[src/verilog/pcsi_pkg.sv]
package pcsi_pkg;

    // ----------------------------------------------------------------
    // Widths
    // ----------------------------------------------------------------
    localparam int PC_W = 13;
    localparam int LOW_W = 8;
    localparam int LATCH_W = 5;
    localparam int JUMP_W = 11;
    localparam int STACK_DEPTH = 8;
    localparam int STACK_PTR_W = 3;
    localparam int DADDR_W = 9;
    localparam int WB_ADR_W = 8;
    localparam int WB_DAT_W = 32;
    localparam int WB_SEL_W = 4;

    // ----------------------------------------------------------------
    // Register byte offsets
    // ----------------------------------------------------------------
    localparam logic [WB_ADR_W-1:0] OFF_PC_LOW = 8'h00;
    localparam logic [WB_ADR_W-1:0] OFF_UPPER_LATCH = 8'h04;
    localparam logic [WB_ADR_W-1:0] OFF_POINTER = 8'h08;
    localparam logic [WB_ADR_W-1:0] OFF_STATUS = 8'h0c;
    localparam logic [WB_ADR_W-1:0] OFF_WINDOW = 8'h10;
    localparam logic [WB_ADR_W-1:0] OFF_PC_VIEW = 8'h14;

    // ----------------------------------------------------------------
    // Field positions and values
    // ----------------------------------------------------------------
    localparam int STATUS_BANK_BIT = 7;
    localparam int STATUS_PAGE_BIT = 6;
    localparam int LATCH_PAGE_HI = 4;
    localparam int LATCH_PAGE_LO = 3;
    localparam logic [PC_W-1:0] PC_RESET = 13'h0000;
    localparam logic [PC_W-1:0] PC_ONE = 13'h0001;
    localparam logic [PC_W-1:0] IRQ_VECTOR = 13'h0004;
    localparam logic [LATCH_W-1:0] LATCH_RESET = 5'h00;
    localparam logic [LOW_W-1:0] BYTE_ZERO = 8'h00;
    localparam logic [LOW_W-1:0] WINDOW_FILE_ADDR = 8'h00;
    localparam logic [LOW_W-1:0] WINDOW_SELF_READ = 8'h00;
    localparam logic [STACK_PTR_W-1:0] PTR_RESET = 3'h0;
    localparam logic [STACK_PTR_W-1:0] PTR_ONE = 3'h1;
    localparam logic [WB_DAT_W-1:0] WORD_ZERO = 32'h0000_0000;

    // ----------------------------------------------------------------
    // Sequencing commands from the instruction decoder
    // ----------------------------------------------------------------
    typedef enum logic [2:0] {
        PCSI_OP_NONE = 3'b000,
        PCSI_OP_STEP = 3'b001,
        PCSI_OP_JUMP = 3'b010,
        PCSI_OP_CALL = 3'b011,
        PCSI_OP_RET = 3'b100,
        PCSI_OP_IRQ = 3'b101,
        PCSI_OP_ADD_LOW = 3'b110
    } pcsi_op_e;

    typedef struct packed {
        pcsi_op_e kind;
        logic [JUMP_W-1:0] operand;
        logic [LOW_W-1:0] addend;
    } pcsi_core_op_s;

    typedef struct packed {
        logic [DADDR_W-1:0] addr;
        logic we;
        logic [LOW_W-1:0] wdata;
    } pcsi_dmem_req_s;

endpackage : pcsi_pkg

[src/verilog/pcsi_pc_sequencer.sv]
// Notes on behaviour
// - Program counter is 13 bits; its low byte is a readable, writable register.
// - Any reset clears the whole program counter to zero.
// - Upper five bits are never read or written directly, only from the latch.
// - Writing the low byte loads upper bits from latch bits 4..0 together.
// - Call or jump takes bits 10..0 from operand, 12..11 from latch 4..3.
// - Adding to the low byte wraps at 255 with no carry upward.
// - Eight-entry return stack of 13-bit words; its pointer is hidden.
// - Calls and interrupt vectoring push the program counter.
// - Return (PCSI_OP_RET, also used for interrupt exit) pops the stack.
// - Pushes and pops never change the upper latch.
// - Stack is circular; ninth push overwrites the first.
// - No overflow or underflow status is provided.
// - Indirect window has no storage; it reaches the pointed data location.
// - Reading the window through a self-pointing pointer yields zero.
// - Writing the window through a self-pointing pointer stores nothing.
// - Indirect address is bank bit over the 8-bit pointer, nine bits.
`timescale 1ns/1ps

module pcsi_pc_sequencer
    import pcsi_pkg::*;
(
    input wire logic clk_i,
    input wire logic rst_i,
    input wire logic wb_cyc_i,
    input wire logic wb_stb_i,
    input wire logic wb_we_i,
    input wire logic [WB_ADR_W-1:0] wb_adr_i,
    input wire logic [WB_SEL_W-1:0] wb_sel_i,
    input wire logic [WB_DAT_W-1:0] wb_dat_i,
    output logic [WB_DAT_W-1:0] wb_dat_o,
    output logic wb_ack_o,
    input wire pcsi_core_op_s core_op_i,
    output logic [PC_W-1:0] pc_o,
    output logic [DADDR_W-1:0] dmem_addr_o,
    output logic dmem_we_o,
    output logic [LOW_W-1:0] dmem_wdata_o,
    input wire logic [LOW_W-1:0] dmem_rdata_i
);

    // ----------------------------------------------------------------
    // Decode helpers
    // ----------------------------------------------------------------
    function automatic logic reg_hit(input logic [WB_ADR_W-1:0] adr, input logic [WB_ADR_W-1:0] off);
        reg_hit = (adr == off);
    endfunction : reg_hit

    function automatic logic [WB_DAT_W-1:0] byte_word(input logic [LOW_W-1:0] b);
        byte_word = {{(WB_DAT_W-LOW_W){1'b0}}, b};
    endfunction : byte_word

    // ----------------------------------------------------------------
    // State
    // ----------------------------------------------------------------
    logic [PC_W-1:0] pc_r;
    logic [PC_W-1:0] pc_nxt;
    logic [LATCH_W-1:0] latch_r;
    logic [LOW_W-1:0] pointer_r;
    logic bank_r;
    logic page_r;
    logic ack_r;
    logic [WB_DAT_W-1:0] rdata_r;
    logic [WB_DAT_W-1:0] rdata_nxt;
    pcsi_dmem_req_s dmem_r;

    // ----------------------------------------------------------------
    // Bus slave decode
    // ----------------------------------------------------------------
    // Request is registered; ack comes one cycle after strobe and
    // drops the cycle after, so write effects happen on the ack edge
    wire bus_req = wb_cyc_i & wb_stb_i & ~ack_r;
    wire bus_fire = wb_cyc_i & wb_stb_i & ack_r;
    wire lane_wr = wb_we_i & wb_sel_i[0];
    wire hit_low = reg_hit(wb_adr_i, OFF_PC_LOW);
    wire hit_latch = reg_hit(wb_adr_i, OFF_UPPER_LATCH);
    wire hit_pointer = reg_hit(wb_adr_i, OFF_POINTER);
    wire hit_status = reg_hit(wb_adr_i, OFF_STATUS);
    wire hit_window = reg_hit(wb_adr_i, OFF_WINDOW);
    wire hit_view = reg_hit(wb_adr_i, OFF_PC_VIEW);
    wire wr_low = bus_fire & lane_wr & hit_low;
    wire wr_latch = bus_fire & lane_wr & hit_latch;
    wire wr_pointer = bus_fire & lane_wr & hit_pointer;
    wire wr_status = bus_fire & lane_wr & hit_status;

    // ----------------------------------------------------------------
    // Indirect addressing
    // ----------------------------------------------------------------
    // Window is only a decode; the data lives in the data memory
    wire self_ref = (pointer_r == WINDOW_FILE_ADDR);
    wire [DADDR_W-1:0] ind_addr = {bank_r, pointer_r};
    wire win_wr_req = bus_req & lane_wr & hit_window & ~self_ref;
    wire [LOW_W-1:0] win_rd = self_ref ? WINDOW_SELF_READ : dmem_rdata_i;

    // ----------------------------------------------------------------
    // Program counter sequencing
    // ----------------------------------------------------------------
    wire op_active = (core_op_i.kind != PCSI_OP_NONE);
    wire do_push = (core_op_i.kind == PCSI_OP_CALL) | (core_op_i.kind == PCSI_OP_IRQ);
    wire do_pop = (core_op_i.kind == PCSI_OP_RET);
    wire [PC_W-1:0] pc_inc = pc_r + PC_ONE;
    wire [LOW_W-1:0] low_sum = pc_r[LOW_W-1:0] + core_op_i.addend;
    wire [PC_W-1:0] far_target = {latch_r[LATCH_PAGE_HI:LATCH_PAGE_LO], core_op_i.operand};
    wire [PC_W-1:0] push_data = (core_op_i.kind == PCSI_OP_CALL) ? pc_inc : pc_r;
    wire [PC_W-1:0] stack_top;

    always_comb begin
        pc_nxt = pc_r;
        case (core_op_i.kind)
            PCSI_OP_STEP: begin
                pc_nxt = pc_inc;
            end
            PCSI_OP_JUMP, PCSI_OP_CALL: begin
                pc_nxt = far_target;
            end
            PCSI_OP_RET: begin
                pc_nxt = stack_top;
            end
            PCSI_OP_IRQ: begin
                pc_nxt = IRQ_VECTOR;
            end
            PCSI_OP_ADD_LOW: begin
                pc_nxt = {pc_r[PC_W-1:LOW_W], low_sum};
            end
            default: begin
                // Any core op has priority; a bus low-byte write needs an idle core
                if (wr_low) begin
                    pc_nxt = {latch_r, wb_dat_i[LOW_W-1:0]};
                end
            end
        endcase
    end

    always_ff @(posedge clk_i) begin
        if (rst_i) begin
            pc_r <= PC_RESET;
        end else begin
            pc_r <= pc_nxt;
        end
    end

    // Latch is touched by the bus only, never by stack traffic
    always_ff @(posedge clk_i) begin
        if (rst_i) begin
            latch_r <= LATCH_RESET;
        end else if (wr_latch) begin
            latch_r <= wb_dat_i[LATCH_W-1:0];
        end
    end

    always_ff @(posedge clk_i) begin
        if (rst_i) begin
            pointer_r <= BYTE_ZERO;
        end else if (wr_pointer) begin
            pointer_r <= wb_dat_i[LOW_W-1:0];
        end
    end

    // Both bits are stored as written; software keeps them clear
    always_ff @(posedge clk_i) begin
        if (rst_i) begin
            bank_r <= 1'b0;
            page_r <= 1'b0;
        end else if (wr_status) begin
            bank_r <= wb_dat_i[STATUS_BANK_BIT];
            page_r <= wb_dat_i[STATUS_PAGE_BIT];
        end
    end

    // ----------------------------------------------------------------
    // Return stack
    // ----------------------------------------------------------------
    // No status output: overflow and underflow are silent
    pcsi_ret_stack i_pcsi_ret_stack (
        .clk_i(clk_i),
        .rst_i(rst_i),
        .push_i(do_push),
        .pop_i(do_pop),
        .din_i(push_data),
        .top_o(stack_top)
    );

    // ----------------------------------------------------------------
    // Read data and ack
    // ----------------------------------------------------------------
    always_comb begin
        rdata_nxt = WORD_ZERO;
        if (hit_low) begin
            rdata_nxt = byte_word(pc_r[LOW_W-1:0]);
        end else if (hit_latch) begin
            rdata_nxt = byte_word({{(LOW_W-LATCH_W){1'b0}}, latch_r});
        end else if (hit_pointer) begin
            rdata_nxt = byte_word(pointer_r);
        end else if (hit_status) begin
            rdata_nxt = byte_word({bank_r, page_r, {(LOW_W-2){1'b0}}});
        end else if (hit_window) begin
            rdata_nxt = byte_word(win_rd);
        end else if (hit_view) begin
            // Upper pc bits stay hidden; the view mirrors the low byte only
            rdata_nxt = byte_word(pc_r[LOW_W-1:0]);
        end
    end

    always_ff @(posedge clk_i) begin
        if (rst_i) begin
            ack_r <= 1'b0;
            rdata_r <= WORD_ZERO;
        end else begin
            ack_r <= bus_req;
            if (bus_req) begin
                rdata_r <= rdata_nxt;
            end
        end
    end

    // Data write is issued in the request cycle so it lands on the ack edge
    always_ff @(posedge clk_i) begin
        if (rst_i) begin
            dmem_r <= '0;
        end else begin
            dmem_r.we <= win_wr_req;
            dmem_r.addr <= ind_addr;
            dmem_r.wdata <= wb_dat_i[LOW_W-1:0];
        end
    end

    assign wb_ack_o = ack_r;
    assign wb_dat_o = rdata_r;
    assign pc_o = pc_r;
    assign dmem_addr_o = dmem_r.we ? dmem_r.addr : ind_addr;
    assign dmem_we_o = dmem_r.we;
    assign dmem_wdata_o = dmem_r.wdata;

    // ----------------------------------------------------------------
    // Checks
    // ----------------------------------------------------------------
    a_reset_pc_clear: assert property (@(posedge clk_i)
        rst_i |=> pc_o == PC_RESET)
        else $error("pc not cleared by reset");

    a_low_write_load: assert property (@(posedge clk_i) disable iff (rst_i)
        (wr_low && !op_active) |=> pc_o == {$past(latch_r), $past(wb_dat_i[LOW_W-1:0])})
        else $error("low byte write did not load full pc");

    a_call_jump_target: assert property (@(posedge clk_i) disable iff (rst_i)
        (core_op_i.kind == PCSI_OP_CALL || core_op_i.kind == PCSI_OP_JUMP)
        |=> pc_o == {$past(latch_r[LATCH_PAGE_HI:LATCH_PAGE_LO]), $past(core_op_i.operand)})
        else $error("call or jump target wrong");

    a_add_low_wrap: assert property (@(posedge clk_i) disable iff (rst_i)
        core_op_i.kind == PCSI_OP_ADD_LOW
        |=> pc_o[PC_W-1:LOW_W] == $past(pc_o[PC_W-1:LOW_W])
            && pc_o[LOW_W-1:0] == LOW_W'($past(pc_o[LOW_W-1:0]) + $past(core_op_i.addend)))
        else $error("low byte add carried or miscomputed");

    a_latch_stack_stable: assert property (@(posedge clk_i) disable iff (rst_i)
        ((do_push || do_pop) && !wr_latch) |=> $stable(latch_r))
        else $error("latch changed on stack operation");

    a_call_ret_pair: assert property (@(posedge clk_i) disable iff (rst_i)
        (core_op_i.kind == PCSI_OP_CALL) ##1 (core_op_i.kind == PCSI_OP_RET)
        |=> pc_o == $past(pc_o, 2) + PC_ONE)
        else $error("return did not resume after call");

    a_window_self_read: assert property (@(posedge clk_i) disable iff (rst_i)
        (bus_req && hit_window && self_ref) |=> wb_ack_o && wb_dat_o == WORD_ZERO)
        else $error("self pointing window read not zero");

    a_window_no_store: assert property (@(posedge clk_i) disable iff (rst_i)
        dmem_we_o |-> $past(!self_ref) && dmem_addr_o == $past(ind_addr))
        else $error("window write stored through self pointer");

    a_indirect_addr: assert property (@(posedge clk_i) disable iff (rst_i)
        !dmem_we_o |-> dmem_addr_o == {bank_r, pointer_r})
        else $error("indirect address not bank over pointer");

    a_ack_one_cycle: assert property (@(posedge clk_i) disable iff (rst_i)
        wb_ack_o |=> !wb_ack_o)
        else $error("ack held longer than one cycle");

    // ----------------------------------------------------------------
    // Further checks on sequencing and the bus side
    // ----------------------------------------------------------------
    a_reset_bus_idle: assert property (@(posedge clk_i)
        rst_i |=> !wb_ack_o && !dmem_we_o)
        else $error("bus outputs not idle after reset");

    a_step_increment: assert property (@(posedge clk_i) disable iff (rst_i)
        core_op_i.kind == PCSI_OP_STEP |=> pc_o == $past(pc_o) + PC_ONE)
        else $error("step did not advance pc by one");

    a_irq_vector_load: assert property (@(posedge clk_i) disable iff (rst_i)
        core_op_i.kind == PCSI_OP_IRQ |=> pc_o == IRQ_VECTOR)
        else $error("interrupt did not load the vector");

    a_ret_restore_top: assert property (@(posedge clk_i) disable iff (rst_i)
        do_pop |=> pc_o == $past(stack_top))
        else $error("return did not restore stack top");

    a_idle_pc_hold: assert property (@(posedge clk_i) disable iff (rst_i)
        (!op_active && !wr_low) |=> $stable(pc_o))
        else $error("pc changed without an op or low byte write");

    a_latch_bus_write: assert property (@(posedge clk_i) disable iff (rst_i)
        wr_latch |=> latch_r == $past(wb_dat_i[LATCH_W-1:0]))
        else $error("latch write not stored");

    a_pointer_bus_write: assert property (@(posedge clk_i) disable iff (rst_i)
        wr_pointer |=> pointer_r == $past(wb_dat_i[LOW_W-1:0]))
        else $error("pointer write not stored");

    a_bank_bus_write: assert property (@(posedge clk_i) disable iff (rst_i)
        wr_status |=> bank_r == $past(wb_dat_i[STATUS_BANK_BIT]))
        else $error("bank bit write not stored");

    a_ack_after_request: assert property (@(posedge clk_i) disable iff (rst_i)
        bus_req |=> wb_ack_o)
        else $error("request not acknowledged in the next cycle");

    a_no_stray_ack: assert property (@(posedge clk_i) disable iff (rst_i)
        !(wb_cyc_i && wb_stb_i) |=> !wb_ack_o)
        else $error("ack without a request");

    a_low_byte_read: assert property (@(posedge clk_i) disable iff (rst_i)
        (bus_req && hit_low) |=> wb_dat_o == {{(WB_DAT_W-LOW_W){1'b0}}, $past(pc_o[LOW_W-1:0])})
        else $error("low byte read wrong");

    a_view_upper_hidden: assert property (@(posedge clk_i) disable iff (rst_i)
        (bus_req && hit_view) |=> wb_dat_o == {{(WB_DAT_W-LOW_W){1'b0}}, $past(pc_o[LOW_W-1:0])})
        else $error("pc view exposed upper bits");

    a_window_read_data: assert property (@(posedge clk_i) disable iff (rst_i)
        (bus_req && hit_window && !self_ref) |=> wb_dat_o == {{(WB_DAT_W-LOW_W){1'b0}}, $past(dmem_rdata_i)})
        else $error("window read did not return pointed data");

    a_data_we_pulse: assert property (@(posedge clk_i) disable iff (rst_i)
        dmem_we_o |=> !dmem_we_o)
        else $error("data write pulse longer than one cycle");

    a_window_write_data: assert property (@(posedge clk_i) disable iff (rst_i)
        dmem_we_o |-> dmem_wdata_o == $past(wb_dat_i[LOW_W-1:0]))
        else $error("window write data wrong");

endmodule : pcsi_pc_sequencer

[src/verilog/pcsi_ret_stack.sv]
`timescale 1ns/1ps

module pcsi_ret_stack
    import pcsi_pkg::*;
(
    input wire logic clk_i,
    input wire logic rst_i,
    input wire logic push_i,
    input wire logic pop_i,
    input wire logic [PC_W-1:0] din_i,
    output logic [PC_W-1:0] top_o
);

    // ----------------------------------------------------------------
    // Storage
    // ----------------------------------------------------------------
    // Pointer is private; wrap is silent, no overflow flag exists
    logic [PC_W-1:0] mem_r [STACK_DEPTH];
    logic [STACK_PTR_W-1:0] ptr_r;
    logic [STACK_PTR_W-1:0] ptr_nxt;
    logic [STACK_PTR_W-1:0] ptr_prev;

    assign ptr_prev = ptr_r - PTR_ONE;
    assign top_o = mem_r[ptr_prev];

    always_comb begin
        ptr_nxt = ptr_r;
        if (push_i) begin
            ptr_nxt = ptr_r + PTR_ONE;
        end else if (pop_i) begin
            ptr_nxt = ptr_prev;
        end
    end

    always_ff @(posedge clk_i) begin
        if (rst_i) begin
            ptr_r <= PTR_RESET;
        end else begin
            ptr_r <= ptr_nxt;
        end
    end

    // Cleared on reset so a stray pop returns a known value
    always_ff @(posedge clk_i) begin
        if (rst_i) begin
            for (int i = 0; i < STACK_DEPTH; i++) begin
                mem_r[i] <= PC_RESET;
            end
        end else if (push_i) begin
            mem_r[ptr_r] <= din_i;
        end
    end

    // ----------------------------------------------------------------
    // Checks
    // ----------------------------------------------------------------
    a_ptr_push_wrap: assert property (@(posedge clk_i) disable iff (rst_i)
        push_i |=> ptr_r == $past(ptr_r) + PTR_ONE)
        else $error("stack pointer did not advance modulo eight");

    a_pop_restores_push: assert property (@(posedge clk_i) disable iff (rst_i)
        (push_i && !pop_i) ##1 (pop_i && !push_i) |-> top_o == $past(din_i))
        else $error("pop did not return last pushed value");

endmodule : pcsi_ret_stack

[config.mk]
export PLATFORM = sky130hd
export DESIGN_NAME = pcsi_pc_sequencer
export DESIGN_NICKNAME = d
export VERILOG_FILES = /design/src/verilog/pcsi_pkg.sv /design/src/verilog/pcsi_pc_sequencer.sv /design/src/verilog/pcsi_ret_stack.sv
export SDC_FILE = /design/constraint.sdc
export NUM_CORES = 1
export LEC_CHECK = 0
export ABC_AREA = 1
export BUFFER_PORTS_ARGS = -buffer_cell sky130_fd_sc_hd__clkbuf_2
export CORE_ASPECT_RATIO = 0.8
export CORE_MARGIN = 5
export CORE_UTILIZATION = 30
export CTS_CLUSTER_DIAMETER = 150
export DETAILED_ROUTE_END_ITERATION = 6
export PLACE_DENSITY = 0.51
export SLEW_MARGIN = 10
export SYNTH_ARGS = -nofsm -noshare
export SYNTH_HDL_FRONTEND = slang
export SYNTH_HIERARCHICAL = 1
export SYNTH_SLANG_ARGS = --single-unit
[constraint.sdc]
create_clock -name clk_i -period 7.1 [get_ports clk_i]
set_clock_uncertainty 0.1 [all_clocks]
set_input_delay 0.71 -clock clk_i [delete_from_list [all_inputs] [get_ports clk_i]]
set_output_delay 0.71 -clock clk_i [all_outputs]
set_load 0.02 [all_outputs]
==> results of run 1 <==
-- cell usage in the layout (no fill, tap or decap), drive strengths merged, types with 2 or more instances in the layout --
master / count
xor2: 2
bufinv: 2
ha: 10
clkinv: 5
nor2: 184
buf: 5
nand3: 120
xnor2: 4
inv: 203
nand4: 13
a21oi: 40
conb: 24
nand3b: 5
clkbuf: 108
o21ai: 50
nand2: 348
dfxtp: 58
a211oi: 5
a22o: 4
nor3: 10
edfxtp: 104
o211ai: 3
-- power breakdown --
part           internal, W  switching [W]  leakage [nW]  total, W
combinational     0.000114       0.000297          2.92  0.000412
sequential         0.00104      0.0000322          1.55   0.00107
clock             0.000494       0.000418         0.296  0.000912
-- cells by family (layout without fill, tap and decap cells) --
logic type	count (synthesis)	count (layout)	share of synthesized area, %
other	1	24	0.0399
DFF	162	162	45.5
adders and majority gates	11	11	1.54
and+or+nand+nor	682	682	31.8
xor gates and xnor gates	6	6	0.758
AOI/OAI and AO/OA	104	104	6.40
buffers and inverters	277	323	14.0
-- registers in the layout, indices dropped and copies added (netlist names) --
signal and cells:
i_pcsi_ret_stack/mem_r 104, pc_o 13, dmem_r 9, dmem_wdata_o 8, pointer_r 8, wb_dat_o 8
latch_r 5, i_pcsi_ret_stack/ptr_r 3, bank_r 1, dmem_we_o 1, page_r 1, wb_ack_o 1
-- worst paths after layout --
check / startpoint / endpoint / slack (ns) / cells after the start
max reg2reg: i_pcsi_ret_stack/ptr_r[0]$_SDFFE_PP0P_ / i_pcsi_ret_stack/mem_r[3][5]$_SDFFCE_PN0P_ / 4.21 / 6
max: core_op_i[21] / i_pcsi_ret_stack/mem_r[4][6]$_SDFFCE_PN0P_ / 4.19 / 11
min reg2reg: page_r$_SDFFE_PP0P_ / page_r$_SDFFE_PP0P_ / 0.37 / 2
min: page_r$_SDFFE_PP0P_ / page_r$_SDFFE_PP0P_ / 0.37 / 2
-- per-stage QoR --
| stage | hold WS [ns] | power, W | std cells | instance area (sq um) | setup slack, ns |
|---|---|---|---|---|---|
| final | 0.371 | 0.00239 | 1732 | 10500 | 4.19 |
| after global routing | 0.411 | 0.00250 | 1732 | 10500 | 3.86 |
| after CTS | 0.372 | 0.00241 | 1732 | 10500 | 4.20 |
| after detailed placement | 0.358 | 0.00150 | 1700 | 9930 | 3.75 |
| after global placement | 0.356 | 0.00150 | 1700 | 9930 | 3.79 |
| after floorplan | 0.320 | 0.00138 | 1266 | 9500 | 4.42 |
-- area by class of cell --
class | instances | area [sq um] | share of cell area (%)
repair buffers | 96 | 493 | 4.69
inverters | 195 | 732 | 6.97
clock inverters | 15 | 151 | 1.44
well taps | 420 | 526 | 5.00
flip-flops and latches | 162 | 4290 | 40.8
clock buffers | 17 | 425 | 4.05
multi-input cells | 827 | 3900 | 37.1
-- critical path, cell delays in order --
cell and delay (ns):
clkbuf_2 0.16, inv_2 0.06, nand2_1 0.09, nor2_1 0.10, buf_4 0.26, inv_1 0.10, nand2_1 0.21, nand2_2 0.14
nor2_4 0.17, nand2_2 0.25, nand2_1 0.62
-- per-layer routing --
metal	up-vias	global-route usage, %	routed length (um)	part of all wire [%]
met5	-	0	0	0
met4	0	4.45	452	1.7
met3	28	3.00	1690	6.2
met2	218	22.5	11500	42
met1	3646	23.2	13700	50
li1	3973	-	-	-
==> impl_metrics.sql, run 1 <==
INSERT INTO impl_metrics (metric_group, metric, value, unit) VALUES
('status', 'status', 'complete, no violations', ''),
('hold_path', 'min-delay-path-class', 'flop to flop', ''),
('floorplan', 'design.core.area', '0.0312', 'sq mm'),
('synthesis', 'synth.lib_cells_used.distinct', '41', ''),
('final_layout', 'finished_core_util', '33.7', '%'),
('cts', 'clk-insertion-delay-late', '0.43', 'ns'),
('critical_path', 'crit_path_end_kind', 'flop', ''),
('route', 'route.vias.total', '7865', ''),
('synthesis', 'netlist_area', '0.00941', 'sq mm'),
('route', 'dr.pass1.iters', '5', ''),
('timing', 'setup-tns-final', '0', 'ns'),
('floorplan', 'die_area', '0.0350', 'sq mm'),
('grt', 'via_count_of_the_first_global_routing_pass', '7481', ''),
('route', 'routed_wire_length_per_instance', '15.8', 'um'),
('timing', 'final-max-slew-violation-count', '0', ''),
('critical_path', 'criticalPathCategory', 'input port to flop', ''),
('synthesis', 'yosysSeqAreaShare', '45.5', '%'),
('run', 'drv_cap', '0', ''),
('final_layout', 'drive_gt1_share', '14.5', '%'),
('floorplan', 'fp.dieH', '168', 'um'),
('grt', 'grt_start_max_net_pins', '56', ''),
('power', 'power_per_cell_area', '228', 'mW/mm^2'),
('power', 'p_leak', '4.76', 'nW'),
('timing', 'final_hold_viol_count', '0', ''),
('cts', 'cts_repair_resize_count', '0', ''),
('cts', 'clock_sink_count', '162', ''),
('synthesis', 'syn_avg_cell_area', '7.57', 'sq um'),
('timing', 'setup_violations', '0', ''),
('power', 'worst_ir_drop_vdd', '0.186', 'mV'),
('cts', 'worst_case_clock_buffer_depth', '2', ''),
('critical_path', 'required', '7.06', 'ns'),
('final_layout', 'filler_cell_count', '3354', ''),
('route', 'detailedRoute.firstIterationViolations', '627', ''),
('grt', 'total_routing_resource_utilization_after_global_routing', '15.4', '%'),
('synthesis', 'synth_top_cell_area_share', '33.2', '%'),
('final_layout', 'insertedDiodeCount', '0', ''),
('cts', 'postcts_setup_bufs', '0', ''),
('timing', 'rsz0062_at_grt', 'false', ''),
('synthesis', 'yosys.cell_count.top_type', 'nand2_1', ''),
('route', 'antenna_violating_nets_post_route', '0', ''),
('critical_path', 'worstSetupStartpointType', 'input port', ''),
('synthesis', 'netlist_instances', '1243', ''),
('floorplan', 'initial_core_util', '30.2', '%'),
('route', 'routed_via_density', '4.54', ''),
('synthesis', 'synth.ff_latch_count', '162', ''),
('synthesis', 'yosysWarningCount', '6', ''),
('place', 'buffer_ports.inserted', '91', ''),
('place', 'globalplace.congestion', '0.858', ''),
('synthesis', 'yosys.area.top_type', 'edfxtp_1', ''),
('floorplan', 'ios', '143', ''),
('cts', 'cts-root-buf', 'clkbuf_16', ''),
('place', 'detailed_place_hpwl', '19.8', 'mm'),
('cts', 'tritoncts.num_buffers', '17', ''),
('route', 'routed_wirelength', '27.3', 'mm'),
('cts', 'cts_max_level', '4', ''),
('synthesis', 'number_of_flops_mapped_to_enable_cells_by_yosys', '104', ''),
('synthesis', 'synth_common_cells', 'nand2_1, inv_1, nor2_1', ''),
('critical_path', 'cp_data_arrival_time', '2.87', 'ns'),
('floorplan', 'placementRows', '58', ''),
('route', 'drcViolationCount', '0', ''),
('synthesis', 'netlist_top_cells_area', 'edfxtp_1, nand2_1, dfxtp_1', ''),
('grt', 'grt_antenna_before_repair', '0', ''),
('grt', 'grt_first_pass_wirelength', '42.6', 'mm'),
('timing', 'slew_headroom', '30.7', '%'),
('synthesis', 'ys_async_sr_fraction', '0', '%'),
('floorplan', 'die_width', '208', 'um'),
('cts', 'tritoncts', 'done', ''),
('synthesis', 'dominantRegCellSynth', 'edfxtp_1', ''),
('critical_path', 'path_max_fanout', '24', ''),
('cts', 'post_cts_clock_slew_at_the_launch_and_capture_registers_of_the_worst_setup_and_hold_paths', '0.08', 'ns'),
('grt', 'grt.overflow.total', '0', ''),
('timing', 'worst_margin_slew', '1.04', 'ns'),
('final_layout', 'final_nets', '1389', ''),
('timing', 'final_min_period_over_clock_period', '41.0', '%'),
('timing', 'final_period_demand_of_the_worst_path', '2.91', 'ns'),
('timing', 'max_clk_rate', '343', 'MHz'),
('cts', 'ctsHoldBuffers', '0', ''),
('final_layout', 'syn2layout_area_growth', '11.7', '%');
No activity file was read; power rests on OpenSTA's default activity.
==> run 2: changes to the inputs <==
==> constraint.sdc (replaced) <==
create_clock -name clk_i -period 3 [get_ports clk_i]
set_clock_uncertainty 0.1 [all_clocks]
set_input_delay 0.3 -clock clk_i [delete_from_list [all_inputs] [get_ports clk_i]]
set_output_delay 0.3 -clock clk_i [all_outputs]
set_load 0.02 [all_outputs]
==> run 2 against run 1 <==
Effect of this change:
- critical path depth up 4
- sequential share of layout area down 0.29 points
- first-iteration DRC count up 1.8%
- wire length about the same
- worst setup slack worse by 3.6 ns
- register-to-register slack worse by 3.6 ns
- power up 140%
- combinational power up 150%
- non-clock buffer count up 12
- design area up 0.71%
- clock-buffer cell count up 2
- sequential cell count unchanged
- largest cell class unchanged
- largest power group unchanged
==> impl_metrics.sql, run 2 (synthesis gave the netlist of run 1 again) <==
INSERT INTO impl_metrics (metric_group, metric, value, unit) VALUES
('status', 'status', 'complete, no violations', ''),
('route', 'antenna_violating_nets_post_route', '0', ''),
('cts', 'clock_sink_count', '162', ''),
('route', 'routed_via_density', '4.55', ''),
('route', 'routed_wirelength', '27.3', 'mm'),
('critical_path', 'cp_data_arrival_time', '2.63', 'ns'),
('route', 'detailedRoute.firstIterationViolations', '638', ''),
('place', 'detailed_place_hpwl', '20.1', 'mm'),
('grt', 'grt.overflow.total', '0', ''),
('floorplan', 'design.core.area', '0.0312', 'sq mm'),
('hold_path', 'hp-start', 'wb_dat_i[5]', ''),
('route', 'routed_wire_length_per_instance', '15.7', 'um'),
('timing', 'final-max-slew-violation-count', '0', ''),
('critical_path', 'cp_cell_sequence', 'inv_1 -> ha_1 -> inv_2 -> nand3_1 -> nand2_1 -> nand2_1 -> nand2_1 -> nand2_1 -> nand2_1 -> nor2_1 -> nand2_1 -> inv_1 -> nand2_1 -> nand2_1 -> a21oi_1', ''),
('floorplan', 'fp.dieH', '168', 'um'),
('floorplan', 'placementRows', '58', ''),
('route', 'route.vias.total', '7942', ''),
('hold_path', 'min-delay-path-class', 'input port to flop', ''),
('cts', 'tritoncts.num_buffers', '17', ''),
('final_layout', 'drive_gt1_share', '15.0', '%'),
('final_layout', 'largest_register_ff_count', '104', ''),
('power', 'power_per_cell_area', '533', 'mW/mm^2'),
('critical_path', 'crit_start', 'i_pcsi_ret_stack/ptr_r[1]$_SDFFE_PP0P_', ''),
('critical_path', 'worstSetupStartpointType', 'flop', ''),
('floorplan', 'die_width', '208', 'um'),
('cts', 'cts-root-buf', 'clkbuf_16', ''),
('cts', 'cts_max_level', '4', ''),
('critical_path', 'cp_num_buf_inv', '3', ''),
('grt', 'via_count_of_the_first_global_routing_pass', '7267', ''),
('final_layout', 'final_nets', '1401', ''),
('cts', 'cts_repair_resize_count', '0', ''),
('power', 'worst_ir_drop_vdd', '0.404', 'mV'),
('critical_path', 'worst_r2r_startpoint', 'i_pcsi_ret_stack/ptr_r[1]$_SDFFE_PP0P_', ''),
('timing', 'final_hold_viol_count', '0', ''),
('cts', 'tritoncts', 'done', ''),
('floorplan', 'ios', '143', ''),
('place', 'buffer_ports.inserted', '91', ''),
('floorplan', 'die_area', '0.0350', 'sq mm'),
('timing', 'slew_headroom', '49.5', '%'),
('cts', 'ctsHoldBuffers', '0', ''),
('critical_path', 'r2r_setup_slack', '0.62', 'ns'),
('final_layout', 'final_common_cell', 'nand2_1', ''),
('final_layout', 'register_bank_with_the_most_flops', 'i_pcsi_ret_stack/mem_r', ''),
('place', 'globalplace.congestion', '0.866', ''),
('final_layout', 'syn2layout_area_growth', '12.5', '%'),
('critical_path', 'slowest_delay', '0.45', 'ns'),
('grt', 'total_routing_resource_utilization_after_global_routing', '15.5', '%'),
('critical_path', 'path_max_fanout', '27', ''),
('grt', 'grt_first_pass_wirelength', '42.6', 'mm'),
('critical_path', 'crit_path_end_kind', 'flop', ''),
('critical_path', 'criticalPathCategory', 'flop to flop', ''),
('grt', 'grt_start_max_net_pins', '56', ''),
('timing', 'final_min_period_over_clock_period', '79.3', '%'),
('cts', 'post_cts_clock_slew_at_the_launch_and_capture_registers_of_the_worst_setup_and_hold_paths', '0.07', 'ns'),
('run', 'drv_cap', '0', ''),
('power', 'clk_network_pwr_share', '37.6', '%'),
('timing', 'setup-tns-final', '0', 'ns'),
('power', 'p_sw', '0.00174', 'W'),
('power', 'sequential_power_share', '44.4', '%'),
('power', 'p_sw_share', '30.9', '%'),
('power', 'p_leak', '4.79', 'nW'),
('timing', 'setup_violations', '0', ''),
('timing', 'final_period_demand_of_the_worst_path', '2.38', 'ns'),
('final_layout', 'most-common-layout-cells', 'nand2_1, inv_1, nor2_1, nand3_1, edfxtp_1', ''),
('grt', 'grt_antenna_before_repair', '1', ''),
('route', 'drcViolationCount', '0', ''),
('power', 'comb_power_share', '18.0', '%'),
('power', 'power.internal', '0.00390', 'W'),
('critical_path', 'most_frequent_cell_on_the_critical_path', 'nand2_1', ''),
('cts', 'clk-insertion-delay-late', '0.43', 'ns'),
('cts', 'postcts_setup_bufs', '0', ''),
('timing', 'worst_margin_slew', '0.757', 'ns'),
('floorplan', 'initial_core_util', '30.2', '%'),
('critical_path', 'cp_top_family', 'simple AND/OR/NAND/NOR gates', ''),
('critical_path', 'required', '3.26', 'ns'),
('timing', 'max_clk_rate', '420', 'MHz'),
('timing', 'rsz0062_at_grt', 'false', ''),
('final_layout', 'filler_cell_count', '3301', ''),
('cts', 'worst_case_clock_buffer_depth', '2', ''),
('route', 'dr.pass1.iters', '5', ''),
('critical_path', 'cp_slowest_cell', 'inv_2', ''),
('power', 'total_power', '0.00564', 'W');
## run 2: area by class of cell
cell class	instances	area, sq um	area share [%]
clock buffers	19	433	4.09
multi-input cells	827	3900	36.8
clock inverters	13	126	1.19
inverters	195	732	6.92
flip-flops and latches	162	4290	40.5
diodes	1	2.50	0.0236
well taps	420	526	4.97
repair buffers	108	583	5.51
## run 2: worst min-delay path: cells and delay by family
kind                   cells  cell delay, ns
buffers and inverters      2            0.16
AND/OR/NAND/NOR            1            0.07
## run 2: layer usage
layer / track usage [%] / vias up / part of all wire [%]
met3: 3.35 / 12 / 6.1
met5: 0 / - / 0
li1: - / 4004 / -
met2: 22.9 / 207 / 43
met4: 3.25 / 0 / 0.85
met1: 23.3 / 3719 / 50
## run 2: power by group through the flow
| stage | Clock (W) | Combinational [W] | Sequential (W) |
|---|---|---|---|
| 4_1_cts | 0.00217 | 0.00102 | 0.00251 |
| 3_5_place_dp | 0 | 0.00101 | 0.00256 |
| 3_3_place_gp | 0 | 0.00101 | 0.00255 |
| 2_1_floorplan | 0 | 0.000720 | 0.00256 |
| 5_1_grt | 0.00226 | 0.00114 | 0.00251 |
| 6_report | 0.00212 | 0.00101 | 0.00251 |
## run 2: final timing paths
kind                                     end  cells past startpoint
setup / recovery        pc_o[7]$_SDFFE_PP0P_                     15
hold / removal    dmem_wdata_o[5]$_SDFF_PP0_                      3
setup reg to reg        pc_o[7]$_SDFFE_PP0P_                     15
hold reg to reg     wb_dat_o[4]$_SDFFE_PP0P_                      2
## run 2: per-stage QoR
stage | util (%) | area [sq um] | setup slack [ns] | hold slack (ns) | instances
2_1_floorplan | - | 9500 | 0.684 | 0.320 | 1266
3_3_place_gp | 32.1 | 10000 | 0.434 | 0.349 | 1712
3_5_place_dp | 32.1 | 10000 | 0.426 | 0.357 | 1712
4_1_cts | 33.9 | 10600 | 0.594 | 0.0260 | 1744
5_1_grt | 33.9 | 10600 | 0.335 | 0.0522 | 1745
6_report | 33.9 | 10600 | 0.622 | 0.0282 | 1745
